[config.mk]
export PLATFORM = sky130hd
export DESIGN_NAME = tkcc_top
export DESIGN_NICKNAME = d
export VERILOG_FILES = /design/src/verilog/tkcc_pkg.sv /design/src/verilog/tkcc_slot.sv /design/src/verilog/tkcc_top.sv
export SDC_FILE = /design/constraint.sdc
export NUM_CORES = 1
export LEC_CHECK = 0
export ABC_AREA = 1
export CAP_MARGIN = 20
export CORE_ASPECT_RATIO = 1.75
export CORE_MARGIN = 8
export CORE_UTILIZATION = 30
export CTS_CLUSTER_SIZE = 30
export DETAILED_ROUTE_END_ITERATION = 8
export DONT_BUFFER_PORTS = 1
export SETUP_SLACK_MARGIN = 0.4
export SLEW_MARGIN = 20
export SYNTH_ARGS = -nofsm -noshare
export SYNTH_HDL_FRONTEND = slang
export SYNTH_SLANG_ARGS = --single-unit
[constraint.sdc]
create_clock -name ref_clk_in -period 1.85 [get_ports ref_clk_in]
set_input_delay 0.185 -clock ref_clk_in [delete_from_list [all_inputs] [get_ports ref_clk_in]]
set_output_delay 0.185 -clock ref_clk_in [all_outputs]
set_load 0.02 [all_outputs]
[src/verilog/tkcc_pkg.sv]
// Overview of operation
// up to five identical modules, each four keys, own control and registers
// each module divides its slot clock by 32 with a 5-bit divider
// 8-bit slot counter starts at preload, overflows after 256-preload units
// hardware slot overflow sets slot overflow flag and irq request flag
// software writing one to slot flag leaves irq request untouched
// slot overflow stops oscillators, counters, dividers and slot counters
// shared slot select: 0 own slot counter, 1 module zero governs all
// start low clears c/f counters, function counter, dividers; not slot
// start rising edge switches on counters, dividers and oscillators together
// c/f counter overflow sets c/f overflow flag, software clears it
// function counter overflow sets its flag, software clears it
// function counter clock: system, half, quarter or eighth
// 2-bit oscillator frequency select, resets to binary 11
// function counter freezes on slot overflow, reads zero when start low
// c/f counters hold after slot overflow, cleared when start low
// unimplemented global control bits read zero
// per-module slot clock: reference oscillator or system clock over four
// separate reference and key oscillator enables per module
// c/f counter counts selected key oscillator cycles in open window
// start detected as rising edge of register bit, one-cycle pulse
package tkcc_pkg;
    localparam int TKCC_MODS        = 5;
    localparam int TKCC_DIV_BITS    = 5;
    localparam int TKCC_SLOT_BITS   = 8;
    localparam int TKCC_CNT_BITS    = 16;
    // register byte addresses
    localparam logic [7:0] TKCC_A_PRELOAD = 8'h00;
    localparam logic [7:0] TKCC_A_CTRL_A  = 8'h04;
    localparam logic [7:0] TKCC_A_CTRL_B  = 8'h08;
    localparam logic [7:0] TKCC_A_FCNT_LO = 8'h0c;
    localparam logic [7:0] TKCC_A_FCNT_HI = 8'h10;
    localparam logic [7:0] TKCC_A_MOD0    = 8'h20;
    localparam logic [7:0] TKCC_MOD_STEP  = 8'h20;
    // per-module register indices within a module block
    localparam logic [2:0] TKCC_M_CF_LO   = 3'h0;
    localparam logic [2:0] TKCC_M_CF_HI   = 3'h1;
    localparam logic [2:0] TKCC_M_RC_LO   = 3'h2;
    localparam logic [2:0] TKCC_M_RC_HI   = 3'h3;
    localparam logic [2:0] TKCC_M_CTL_A   = 3'h4;
    localparam logic [2:0] TKCC_M_CTL_B   = 3'h5;
    // global control a bit positions
    localparam int TKCC_B_SLOT_OV  = 6;
    localparam int TKCC_B_START    = 5;
    localparam int TKCC_B_CF_OV    = 4;
    localparam int TKCC_B_FN_OV    = 3;
    localparam int TKCC_B_SHARED   = 2;
    // module control b bit positions
    localparam int TKCC_B_SLOT_CLK = 7;
    localparam int TKCC_B_REF_EN   = 5;
    localparam int TKCC_B_KEY_EN   = 4;
    // reset values, register masks and response codes
    localparam logic [7:0] TKCC_RST_CTRL_A = 8'h00;
    localparam logic [7:0] TKCC_RST_CTRL_B = 8'h03;
    localparam logic [7:0] TKCC_CTRL_A_MSK = 8'h7f;
    localparam logic [7:0] TKCC_CTRL_B_MSK = 8'h03;
    localparam logic [7:0] TKCC_MCTL_B_MSK = 8'hbf;
    localparam logic [7:0] TKCC_RC_HI_MSK  = 8'h03;
    localparam logic [1:0] TKCC_RESP_OK     = 2'h0;
    localparam logic [1:0] TKCC_RESP_SLVERR = 2'h2;
    typedef enum logic [1:0] {
        TKCC_IDLE = 2'b00,
        TKCC_RUN  = 2'b01,
        TKCC_DONE = 2'b11
    } tkcc_state_t;
endpackage : tkcc_pkg

[src/verilog/tkcc_slot.sv]
`timescale 1ns/1ps
// one module's measurement window: divider, slot counter and c/f counter
module tkcc_slot
    import tkcc_pkg::*;
(
    input  wire logic                     ref_clk_in,
    input  wire logic                     rst_in,
    input  wire logic                     run_in,
    input  wire logic                     clear_in,
    input  wire logic                     load_in,
    input  wire logic [7:0]               preload_in,
    input  wire logic                     slot_tick_in,
    input  wire logic                     key_tick_in,
    output logic                          slot_ov_out,
    output logic                          cf_ov_out,
    output logic [TKCC_CNT_BITS-1:0]      cf_count_out
);
    logic [TKCC_DIV_BITS-1:0]  div_r;
    logic [TKCC_SLOT_BITS-1:0] slot_r;

    // unit divider, cleared while start is low
    always_ff @(posedge ref_clk_in) begin
        if (rst_in || clear_in)
            div_r <= '0;
        else if (run_in && slot_tick_in)
            div_r <= div_r + 1'b1;
    end

    // slot counter, loaded at start, never cleared by start low
    always_ff @(posedge ref_clk_in) begin
        if (rst_in)
            slot_r <= '0;
        else if (load_in)
            slot_r <= preload_in;
        else if (run_in && slot_tick_in && (&div_r))
            slot_r <= slot_r + 1'b1;
    end

    // overflow pulse at last unit
    assign slot_ov_out = run_in && slot_tick_in && (&div_r) && (&slot_r);

    // c/f counter of selected key oscillator
    always_ff @(posedge ref_clk_in) begin
        if (rst_in || clear_in)
            cf_count_out <= '0;
        else if (run_in && key_tick_in)
            cf_count_out <= cf_count_out + 1'b1;
    end

    assign cf_ov_out = run_in && key_tick_in && (&cf_count_out);

    a_div_wraps: assert property (@(posedge ref_clk_in) disable iff (rst_in)
        run_in && slot_tick_in && !clear_in && (div_r == 5'h1f)
        |=> div_r == 5'h00)
        else $error("unit divider did not wrap after 32");
    a_cf_hold: assert property (@(posedge ref_clk_in) disable iff (rst_in)
        !run_in && !clear_in |=> $stable(cf_count_out))
        else $error("c/f counter moved while stopped");
endmodule : tkcc_slot

[src/verilog/tkcc_top.sv]
// The implementer's own choices: the address map and the AXI4-Lite interface to the registers.
`timescale 1ns/1ps
// touch key counting and timing control with axi4-lite registers
module tkcc_top
    import tkcc_pkg::*;
#(
    parameter int NUM_MODS = TKCC_MODS
)(
    input  wire logic                  ref_clk_in,
    input  wire logic                  rst_in,
    // axi4-lite slave
    input  wire logic [7:0]            s_axi_awaddr_in,
    input  wire logic                  s_axi_awvalid_in,
    output logic                       s_axi_awready_out,
    input  wire logic [31:0]           s_axi_wdata_in,
    input  wire logic [3:0]            s_axi_wstrb_in,
    input  wire logic                  s_axi_wvalid_in,
    output logic                       s_axi_wready_out,
    output logic [1:0]                 s_axi_bresp_out,
    output logic                       s_axi_bvalid_out,
    input  wire logic                  s_axi_bready_in,
    input  wire logic [7:0]            s_axi_araddr_in,
    input  wire logic                  s_axi_arvalid_in,
    output logic                       s_axi_arready_out,
    output logic [31:0]                s_axi_rdata_out,
    output logic [1:0]                 s_axi_rresp_out,
    output logic                       s_axi_rvalid_out,
    input  wire logic                  s_axi_rready_in,
    // oscillator pins (pulse per cycle, asynchronous)
    input  wire logic [NUM_MODS-1:0]   ref_osc_in,
    input  wire logic [4*NUM_MODS-1:0] key_osc_in,
    // analog controls
    output logic [NUM_MODS-1:0]        ref_osc_run_out,
    output logic [NUM_MODS-1:0]        key_osc_run_out,
    output logic [1:0]                 osc_freq_sel_out,
    output logic [1:0]                 key_mux_sel_out [NUM_MODS],
    output logic [9:0]                 ref_cap_out [NUM_MODS],
    output logic                       touch_irq_request_out
);
    // elaboration check on the module count
    if (NUM_MODS < 1 || NUM_MODS > TKCC_MODS) begin : g_bad_mods
        $error("NUM_MODS must be 1 to 5");
    end

    logic [7:0]  time_slot_preload_r;
    logic [7:0]  ctrl_a_r;
    logic [1:0]  ctrl_b_r;
    logic [15:0] fcnt_r;
    logic        start_d_r;
    logic        start_pulse;
    logic [2:0]  fdiv_r;
    logic        fn_tick;
    logic        fn_ov;
    tkcc_state_t state_r;
    logic        run;
    logic        stop_evt;
    logic [7:0]  mctl_a_r [NUM_MODS];
    logic [7:0]  mctl_b_r [NUM_MODS];
    logic [9:0]  rcap_r [NUM_MODS];
    logic [15:0] cf_cnt [NUM_MODS];
    logic [NUM_MODS-1:0] slot_ov;
    logic [NUM_MODS-1:0] cf_ov;
    logic        any_cf_ov;
    logic        start_bit;
    logic        wr_go;
    logic        aw_held_r;
    logic        w_held_r;
    logic [7:0]  aw_addr_r;
    logic [7:0]  wdat_r;
    logic        wstb_r;

    assign start_bit = ctrl_a_r[TKCC_B_START];

    // start rising edge in system clock domain
    always_ff @(posedge ref_clk_in) begin
        if (rst_in)
            start_d_r <= 1'b0;
        else
            start_d_r <= start_bit;
    end
    assign start_pulse = start_bit && !start_d_r;

    // measurement sequencer
    always_ff @(posedge ref_clk_in) begin
        if (rst_in)
            state_r <= TKCC_IDLE;
        else begin
            case (state_r)
                TKCC_IDLE: if (start_pulse) state_r <= TKCC_RUN;
                TKCC_RUN: begin
                    if (!start_bit)
                        state_r <= TKCC_IDLE;
                    else if (stop_evt)
                        state_r <= TKCC_DONE;
                end
                TKCC_DONE: if (!start_bit) state_r <= TKCC_IDLE;
                default: state_r <= TKCC_IDLE;
            endcase
        end
    end
    assign run = (state_r == TKCC_RUN) && start_bit;

    // window source selection
    assign stop_evt = ctrl_a_r[TKCC_B_SHARED] ? slot_ov[0]
                                              : (|slot_ov);

    // function counter clock divider
    always_ff @(posedge ref_clk_in) begin
        if (rst_in || !start_bit)
            fdiv_r <= '0;
        else
            fdiv_r <= fdiv_r + 1'b1;
    end

    // function counter tick select
    always_comb begin
        case (ctrl_a_r[1:0])
            2'h0:    fn_tick = 1'b1;
            2'h1:    fn_tick = (fdiv_r[0] == 1'b1);
            2'h2:    fn_tick = (fdiv_r[1:0] == 2'h3);
            default: fn_tick = (fdiv_r == 3'h7);
        endcase
    end

    // function counter, frozen after slot overflow, zero while start low
    always_ff @(posedge ref_clk_in) begin
        if (rst_in || !start_bit)
            fcnt_r <= '0;
        else if (run && fn_tick)
            fcnt_r <= fcnt_r + 1'b1;
    end
    assign fn_ov = run && fn_tick && (&fcnt_r);

    // per-module oscillator sync, selection and window logic
    genvar m;
    generate
        for (m = 0; m < NUM_MODS; m++) begin : g_mod
            logic [2:0] ref_s_r;
            logic [3:0] key_a_r, key_b_r, key_c_r;
            logic       key_sel;
            logic       ref_tick;
            logic       key_tick;
            logic       slot_tick;
            logic       mod_run;
            logic [1:0] q4_r;

            // key pins are synchronised before the multiplexer reads them
            assign key_sel = key_b_r[mctl_a_r[m][7:6]]
                           && !key_c_r[mctl_a_r[m][7:6]];

            // two-flop sync plus edge stage, every key pin
            always_ff @(posedge ref_clk_in) begin
                if (rst_in) begin
                    ref_s_r <= '0;
                    {key_c_r, key_b_r, key_a_r} <= '0;
                end else begin
                    ref_s_r <= {ref_s_r[1:0], ref_osc_in[m]};
                    {key_c_r, key_b_r, key_a_r} <=
                        {key_b_r, key_a_r, key_osc_in[4*m +: 4]};
                end
            end
            assign ref_tick = ref_s_r[1] && !ref_s_r[2]
                            && mctl_b_r[m][TKCC_B_REF_EN];
            assign key_tick = key_sel && mctl_b_r[m][TKCC_B_KEY_EN];

            // system clock over four
            always_ff @(posedge ref_clk_in) begin
                if (rst_in)
                    q4_r <= '0;
                else
                    q4_r <= q4_r + 1'b1;
            end
            assign slot_tick = mctl_b_r[m][TKCC_B_SLOT_CLK]
                             ? (q4_r == 2'h3) : ref_tick;

            assign mod_run = run && !(ctrl_a_r[TKCC_B_SHARED] && m != 0)
                           || run && (m == 0);
            assign ref_osc_run_out[m] = run
                && mctl_b_r[m][TKCC_B_REF_EN];
            assign key_osc_run_out[m] = run
                && mctl_b_r[m][TKCC_B_KEY_EN];
            assign key_mux_sel_out[m] = mctl_a_r[m][7:6];
            assign ref_cap_out[m]     = rcap_r[m];

            tkcc_slot u_slot (
                .ref_clk_in   (ref_clk_in),
                .rst_in       (rst_in),
                .run_in       (run),
                .clear_in     (!start_bit),
                .load_in      (start_pulse),
                .preload_in   (time_slot_preload_r),
                .slot_tick_in (slot_tick && mod_run),
                .key_tick_in  (key_tick),
                .slot_ov_out  (slot_ov[m]),
                .cf_ov_out    (cf_ov[m]),
                .cf_count_out (cf_cnt[m])
            );
        end
    endgenerate
    assign any_cf_ov = |cf_ov;
    assign osc_freq_sel_out = ctrl_b_r;

    // axi write channel capture, either order
    assign s_axi_awready_out = !aw_held_r && !s_axi_bvalid_out;
    assign s_axi_wready_out  = !w_held_r && !s_axi_bvalid_out;
    assign wr_go = aw_held_r && w_held_r;
    always_ff @(posedge ref_clk_in) begin
        if (rst_in) begin
            aw_held_r <= 1'b0;
            w_held_r  <= 1'b0;
            aw_addr_r <= '0;
            wdat_r    <= '0;
            wstb_r    <= 1'b0;
        end else if (wr_go) begin
            aw_held_r <= 1'b0;
            w_held_r  <= 1'b0;
        end else begin
            if (s_axi_awvalid_in && s_axi_awready_out) begin
                aw_held_r <= 1'b1;
                aw_addr_r <= s_axi_awaddr_in;
            end
            if (s_axi_wvalid_in && s_axi_wready_out) begin
                w_held_r <= 1'b1;
                wdat_r   <= s_axi_wdata_in[7:0];
                wstb_r   <= s_axi_wstrb_in[0];
            end
        end
    end

    // write response
    always_ff @(posedge ref_clk_in) begin
        if (rst_in) begin
            s_axi_bvalid_out <= 1'b0;
            s_axi_bresp_out  <= TKCC_RESP_OK;
        end else if (wr_go) begin
            s_axi_bvalid_out <= 1'b1;
            s_axi_bresp_out  <= (aw_addr_r < TKCC_A_MOD0 + 8'(NUM_MODS) *
                TKCC_MOD_STEP) ? TKCC_RESP_OK : TKCC_RESP_SLVERR;
        end else if (s_axi_bready_in)
            s_axi_bvalid_out <= 1'b0;
    end

    // global registers; hardware set wins over software clear
    always_ff @(posedge ref_clk_in) begin
        if (rst_in) begin
            time_slot_preload_r <= '0;
            ctrl_a_r            <= TKCC_RST_CTRL_A;
            ctrl_b_r            <= TKCC_RST_CTRL_B[1:0];
            touch_irq_request_out <= 1'b0;
        end else begin
            if (wr_go && wstb_r) begin
                case (aw_addr_r)
                    TKCC_A_PRELOAD: time_slot_preload_r <= wdat_r;
                    TKCC_A_CTRL_A:  ctrl_a_r <= wdat_r & TKCC_CTRL_A_MSK;
                    TKCC_A_CTRL_B:  ctrl_b_r <= wdat_r[1:0];
                    default: ;
                endcase
            end
            if (run && stop_evt) begin
                ctrl_a_r[TKCC_B_SLOT_OV] <= 1'b1;
                touch_irq_request_out    <= 1'b1;
            end
            if (any_cf_ov)
                ctrl_a_r[TKCC_B_CF_OV] <= 1'b1;
            if (fn_ov)
                ctrl_a_r[TKCC_B_FN_OV] <= 1'b1;
        end
    end

    // module registers
    always_ff @(posedge ref_clk_in) begin
        if (rst_in) begin
            for (int i = 0; i < NUM_MODS; i++) begin
                mctl_a_r[i] <= '0;
                mctl_b_r[i] <= '0;
                rcap_r[i]   <= '0;
            end
        end else if (wr_go && wstb_r && aw_addr_r >= TKCC_A_MOD0) begin
            for (int i = 0; i < NUM_MODS; i++) begin
                if (aw_addr_r[7:5] == 3'(i + 1)) begin
                    case (aw_addr_r[4:2])
                        TKCC_M_RC_LO: rcap_r[i][7:0] <= wdat_r;
                        TKCC_M_RC_HI: rcap_r[i][9:8] <= wdat_r[1:0];
                        TKCC_M_CTL_A: mctl_a_r[i] <= wdat_r;
                        TKCC_M_CTL_B: mctl_b_r[i] <=
                                          wdat_r & TKCC_MCTL_B_MSK;
                        default: ;
                    endcase
                end
            end
        end
    end

    // read data mux
    function automatic logic [7:0] rd_byte(input logic [7:0] a);
        logic [7:0] v;
        v = 8'h00;
        case (a)
            TKCC_A_PRELOAD: v = time_slot_preload_r;
            TKCC_A_CTRL_A:  v = ctrl_a_r & TKCC_CTRL_A_MSK;
            TKCC_A_CTRL_B:  v = {6'h00, ctrl_b_r};
            TKCC_A_FCNT_LO: v = fcnt_r[7:0];
            TKCC_A_FCNT_HI: v = fcnt_r[15:8];
            default: begin
                for (int i = 0; i < NUM_MODS; i++) begin
                    if (a[7:5] == 3'(i + 1)) begin
                        case (a[4:2])
                            TKCC_M_CF_LO: v = cf_cnt[i][7:0];
                            TKCC_M_CF_HI: v = cf_cnt[i][15:8];
                            TKCC_M_RC_LO: v = rcap_r[i][7:0];
                            TKCC_M_RC_HI: v = {6'h00, rcap_r[i][9:8]};
                            TKCC_M_CTL_A: v = mctl_a_r[i];
                            TKCC_M_CTL_B: v = mctl_b_r[i];
                            default: v = 8'h00;
                        endcase
                    end
                end
            end
        endcase
        return v;
    endfunction

    // read channel
    assign s_axi_arready_out = !s_axi_rvalid_out;
    always_ff @(posedge ref_clk_in) begin
        if (rst_in) begin
            s_axi_rvalid_out <= 1'b0;
            s_axi_rdata_out  <= '0;
            s_axi_rresp_out  <= TKCC_RESP_OK;
        end else if (s_axi_arvalid_in && s_axi_arready_out) begin
            s_axi_rvalid_out <= 1'b1;
            s_axi_rdata_out  <= {24'h000000, rd_byte(s_axi_araddr_in)};
            s_axi_rresp_out  <= (s_axi_araddr_in < TKCC_A_MOD0 +
                8'(NUM_MODS) * TKCC_MOD_STEP) ? TKCC_RESP_OK
                                               : TKCC_RESP_SLVERR;
        end else if (s_axi_rready_in)
            s_axi_rvalid_out <= 1'b0;
    end

    a_ov_sets_irq: assert property (@(posedge ref_clk_in) disable iff (rst_in)
        run && stop_evt |=> touch_irq_request_out
        && ctrl_a_r[TKCC_B_SLOT_OV])
        else $error("slot overflow did not raise flags");
    a_ov_stops_run: assert property (@(posedge ref_clk_in)
        disable iff (rst_in)
        run && stop_evt |=> !run ##1 !run)
        else $error("window stayed open after overflow");
    a_fcnt_zero: assert property (@(posedge ref_clk_in) disable iff (rst_in)
        !start_bit |=> fcnt_r == 16'h0000)
        else $error("function counter not cleared");
    a_fcnt_freeze: assert property (@(posedge ref_clk_in)
        disable iff (rst_in)
        state_r == TKCC_DONE && start_bit |=> $stable(fcnt_r))
        else $error("function counter moved after overflow");
    a_start_pulse: assert property (@(posedge ref_clk_in)
        disable iff (rst_in)
        start_pulse |=> !start_pulse)
        else $error("start pulse longer than one cycle");
    a_ctrlb_pad: assert property (@(posedge ref_clk_in) disable iff (rst_in)
        s_axi_rvalid_out && $rose(s_axi_rvalid_out)
        && $past(s_axi_araddr_in) == TKCC_A_CTRL_B
        |-> s_axi_rdata_out[7:2] == 6'h00)
        else $error("unimplemented bits read nonzero");
    a_fn_ov_flag: assert property (@(posedge ref_clk_in) disable iff (rst_in)
        fn_ov |=> ctrl_a_r[TKCC_B_FN_OV])
        else $error("function overflow flag not set");
    a_cf_ov_flag: assert property (@(posedge ref_clk_in) disable iff (rst_in)
        any_cf_ov |=> ctrl_a_r[TKCC_B_CF_OV])
        else $error("c/f overflow flag not set");
endmodule : tkcc_top

==> results.yml <==
status:
  status: "finished with violations"
  failed_checks: "negative setup slack"
layout:
  ff_latch_area_um2: 9822
  drive_gt1_share_pct: 26.71
  diodes: 0
  area.growth.synth_to_final_pct: 39.41
  multiInputGateArea_um2: 9714
  nets: 3013
  final_common_cell: "nand2_1"
  fin_cells: 3750
  fin_area_um2: 27450
  layout_common_cells: "nand2_1 (407), inv_1 (303), dfxtp_1 (277)"
  nFillCells: 6328
synthesis:
  yosys.area.top_type_share_pct: 30.60
  synth_area_leaders: "dfxtp_1 (31%), edfxtp_1 (19%), nand2_1 (9.1%), inv_1 (6.5%), nor2_1 (6.1%)"
  ys.flop_type: "dfxtp_1"
  synth.distinct_cells: 56
  synth-edff-count: 125
  syn_area_um2: 19690
  syn-instance-count: 2491
  avgSynthCellArea_um2: 7.905
  yosysSeqAreaShare_pct: 49.67
  async_reset_ff_share_pct: 0
  ys_warn_count: 0
  synth_seq_cells: 426
  synth_top_area_cell: "dfxtp_1"
sta:
  relSlewSlack_pct: 15.73
  rsz0062_at_grt: "yes"
  fmax_mhz: 521.1
  finalClockSkew_ns: 0.02799
  worst_pin_slew_ns: 1.264
  maxSlewViolCount: 0
  hold_viol: 0
  min_period_ns: 1.919
  setup_viol: 3
  worst_slack_ns: -0.06905
  holdWs_ns: 0.06138
  post-route-period-util_pct: 103.7
power_and_ir_drop:
  peakVddDrop_mv: 0.8619
  pwr-share-comb_pct: 7.6
  leakagePower_nw: 10.84
  p_seq_share_pct: 50.3
  power_density_nw_per_um2: 726.7
  p_clk_share_pct: 42.1
  power.share.switching_pct: 24.51
  p_switching_mw: 4.890
  power.internal_mw: 15.06
setup_path:
  rr_startpoint: "state_r[1]$_SDFFE_PP0P_"
  critical_path_class: "reg -> reg"
  endpoint_kind: "flip-flop"
  worstPathArrival_ns: 2.39
  reg2reg_depth: 11
  reg2reg_slack_ns: -0.07
  critPathLaunchType: "flip-flop"
  crit_required_ns: 2.32
  r2r_end: "g_mod[1].u_slot.cf_count_out[3]$_SDFFE_PP0P_"
  cp_max_fo: 9
global_route:
  grtUsageTotal_pct: 17.92
  antenna_found_initial: 1
  grt_overflow: 0
  grt_max_degree: 86
  grt_pass1_vias: 17997
  grt_pass1_wl_mm: 103.9
min_path:
  min_path_type: "in -> reg"
  min_to: "aw_addr_r[6]$_SDFFE_PP0P_"
  hold_start: "s_axi_awvalid_in"
  whs_path_depth: 2
cts:
  cts_made_buffers: 40
  path_clk_slew_ns: 0.07
  clk_path_buf_depth: 3
  insertion_delay_ns: 0.57
  cts_root_buf: "clkbuf_16"
  cts.sinks: 426
  cts_tree: "yes"
  cts_max_level: 2
placed_design:
  place_congestion: 0.9185
  port_buffers: 0
  place_inst: 3477
  hpwl_mm: 51.21
  placed_area_um2: 22580
run:
  drv_cap: 0
die:
  die_h_um: 354.9
  die_w_um: 209.7
  start_util_pct: 30.22
  dieArea_um2: 74410
  core_um2: 65160
  io_pins: 198
  rows: 124
route:
  viasPerCell: 4.920
  ant_nets: 0
  finalWirelength_mm: 70.03
  route.detailed.wl_per_inst_um: 18.67
  vias: 18450
  drtIter0Drc: 1181
  dr.pass1.iters: 6
  drc_errors: 0
==> stage by stage <==
stage | power (mW) | util [%] | setup WS [ns] | setup TNS [ns]
2_1_floorplan | 10.85 | - | 0.2078 | 0
3_3_place_gp | 11.31 | 34.65 | -0.1218 | -0.9984
3_5_place_dp | 11.33 | 34.65 | -0.1500 | -1.966
4_1_cts | 19.95 | 40.12 | -0.04517 | -0.1982
5_1_grt | 20.57 | 42.13 | -0.1763 | -3.404
6_report | 19.95 | 42.13 | -0.06905 | -0.1026
==> worst max-delay path: stages, from the launching register on <==
cell and delay [ns]:
dfxtp_2 0.32, nand3b_4 0.17, buf_12 0.17, buf_6 0.13
nor2_4 0.15, nand2_2 0.08, nor2_4 0.15, buf_4 0.14
buf_6 0.09, buf_4 0.12, a21oi_1 0.07, nor3_1 0.22
==> power groups by stage <==
| stage | logic [mW] | registers, mW | clock network, mW |
|---|---|---|---|
| final | 1.52 | 10.0 | 8.40 |
| after global routing | 1.63 | 10.0 | 8.89 |
| after CTS | 1.37 | 10.0 | 8.57 |
| after detailed placement | 1.11 | 10.2 | 0 |
| after global placement | 1.10 | 10.2 | 0 |
| after floorplan | 0.658 | 10.2 | 0 |
==> cell type report <==
| class | count | share of cell area (%) |
|---|---|---|
| sequential | 426 | 35.78 |
| multi-input combinational | 1635 | 35.39 |
| timing repair buffer | 444 | 15.20 |
| inverter | 352 | 5.132 |
| clock buffer | 52 | 3.847 |
| tap | 819 | 3.733 |
| clock inverter | 20 | 0.8524 |
| timing repair inverter | 2 | 0.06381 |
==> routing by layer <==
metal | share of wire, % | global-route usage (%)
met1 | 38 | 19.80
met2 | 49 | 31.34
met3 | 7.2 | 4.422
met4 | 5.9 | 9.582
met5 | 0 | 0
==> timing repair <==
item | 4_1_cts | 5_1_grt
cloned | 0 | 4
hold buffers | 94 | 0
buffers inserted | 55 | 48
hold endpoints to repair | 129 | 0
pin swaps | 57 | 72
gates resized for setup | 265 | 248
setup endpoints to repair | 447 | 480
==> cell families after synthesis <==
group / share of synthesized area [%]
xor gates and xnor gates: 0.9786
and+or+nand+nor: 25.80
other: 0.01905
AOI/OAI and AO/OA: 12.16
buffers and inverters: 9.602
DFF: 49.67
adders and majority gates: 1.779
==> cells in the mapped netlist (all sizes together) (2+ instances only) <==
library cell	count
nand4	55
a21oi	155
clkinv	2
and3	5
o21ai	188
o21a	7
nand2	480
a31oi	22
nor4	12
xor2	19
nor3b	8
o31ai	9
o2111ai	3
o211ai	14
edfxtp	125
buf	59
clkbuf	44
nor2	345
a211oi	17
or2	11
nand3b	16
a22oi	3
nand3	111
ha	28
dfxtp	301
inv	350
xnor2	3
o22ai	17
nor3	77
==> worst max-delay path by stage <==
stage	start	endpoint	slack (ns)	cells past startpoint
after global routing	state_r[1]$_SDFFE_PP0P_	g_mod[1].u_slot.cf_count_out[3]$_SDFFE_PP0P_	-0.18	11
after floorplan	state_r[1]$_SDFFE_PP0P_	g_mod[1].u_slot.cf_count_out[9]$_SDFFE_PP0P_	0.21	10
after global placement	aw_addr_r[5]$_SDFFE_PP0P_	mctl_a_r[0][22]$_DFFE_PP_	-0.12	9
after CTS	state_r[1]$_SDFFE_PP0P_	key_osc_run_out[0]	-0.05	6
after detailed placement	w_held_r$_SDFFE_PP0P_	mctl_a_r[0][14]$_DFFE_PP_	-0.15	11
final	state_r[1]$_SDFFE_PP0P_	g_mod[1].u_slot.cf_count_out[3]$_SDFFE_PP0P_	-0.07	11
==> sequential cells by signal, summed over array words and instances (netlist names), 10 cells and up <==
register and count:
g_mod.u_slot.cf_count_out 80, rcap_r 50, g_mod.u_slot.slot_r 40, mctl_a_r 40, mctl_b_r 35, g_mod.u_slot.div_r 25
g_mod.key_a_r 20, g_mod.key_b_r 20, g_mod.key_c_r 20, fcnt_r 16, g_mod.ref_s_r 15, g_mod.q4_r 10
No activity file was read; power rests on OpenSTA's default activity.
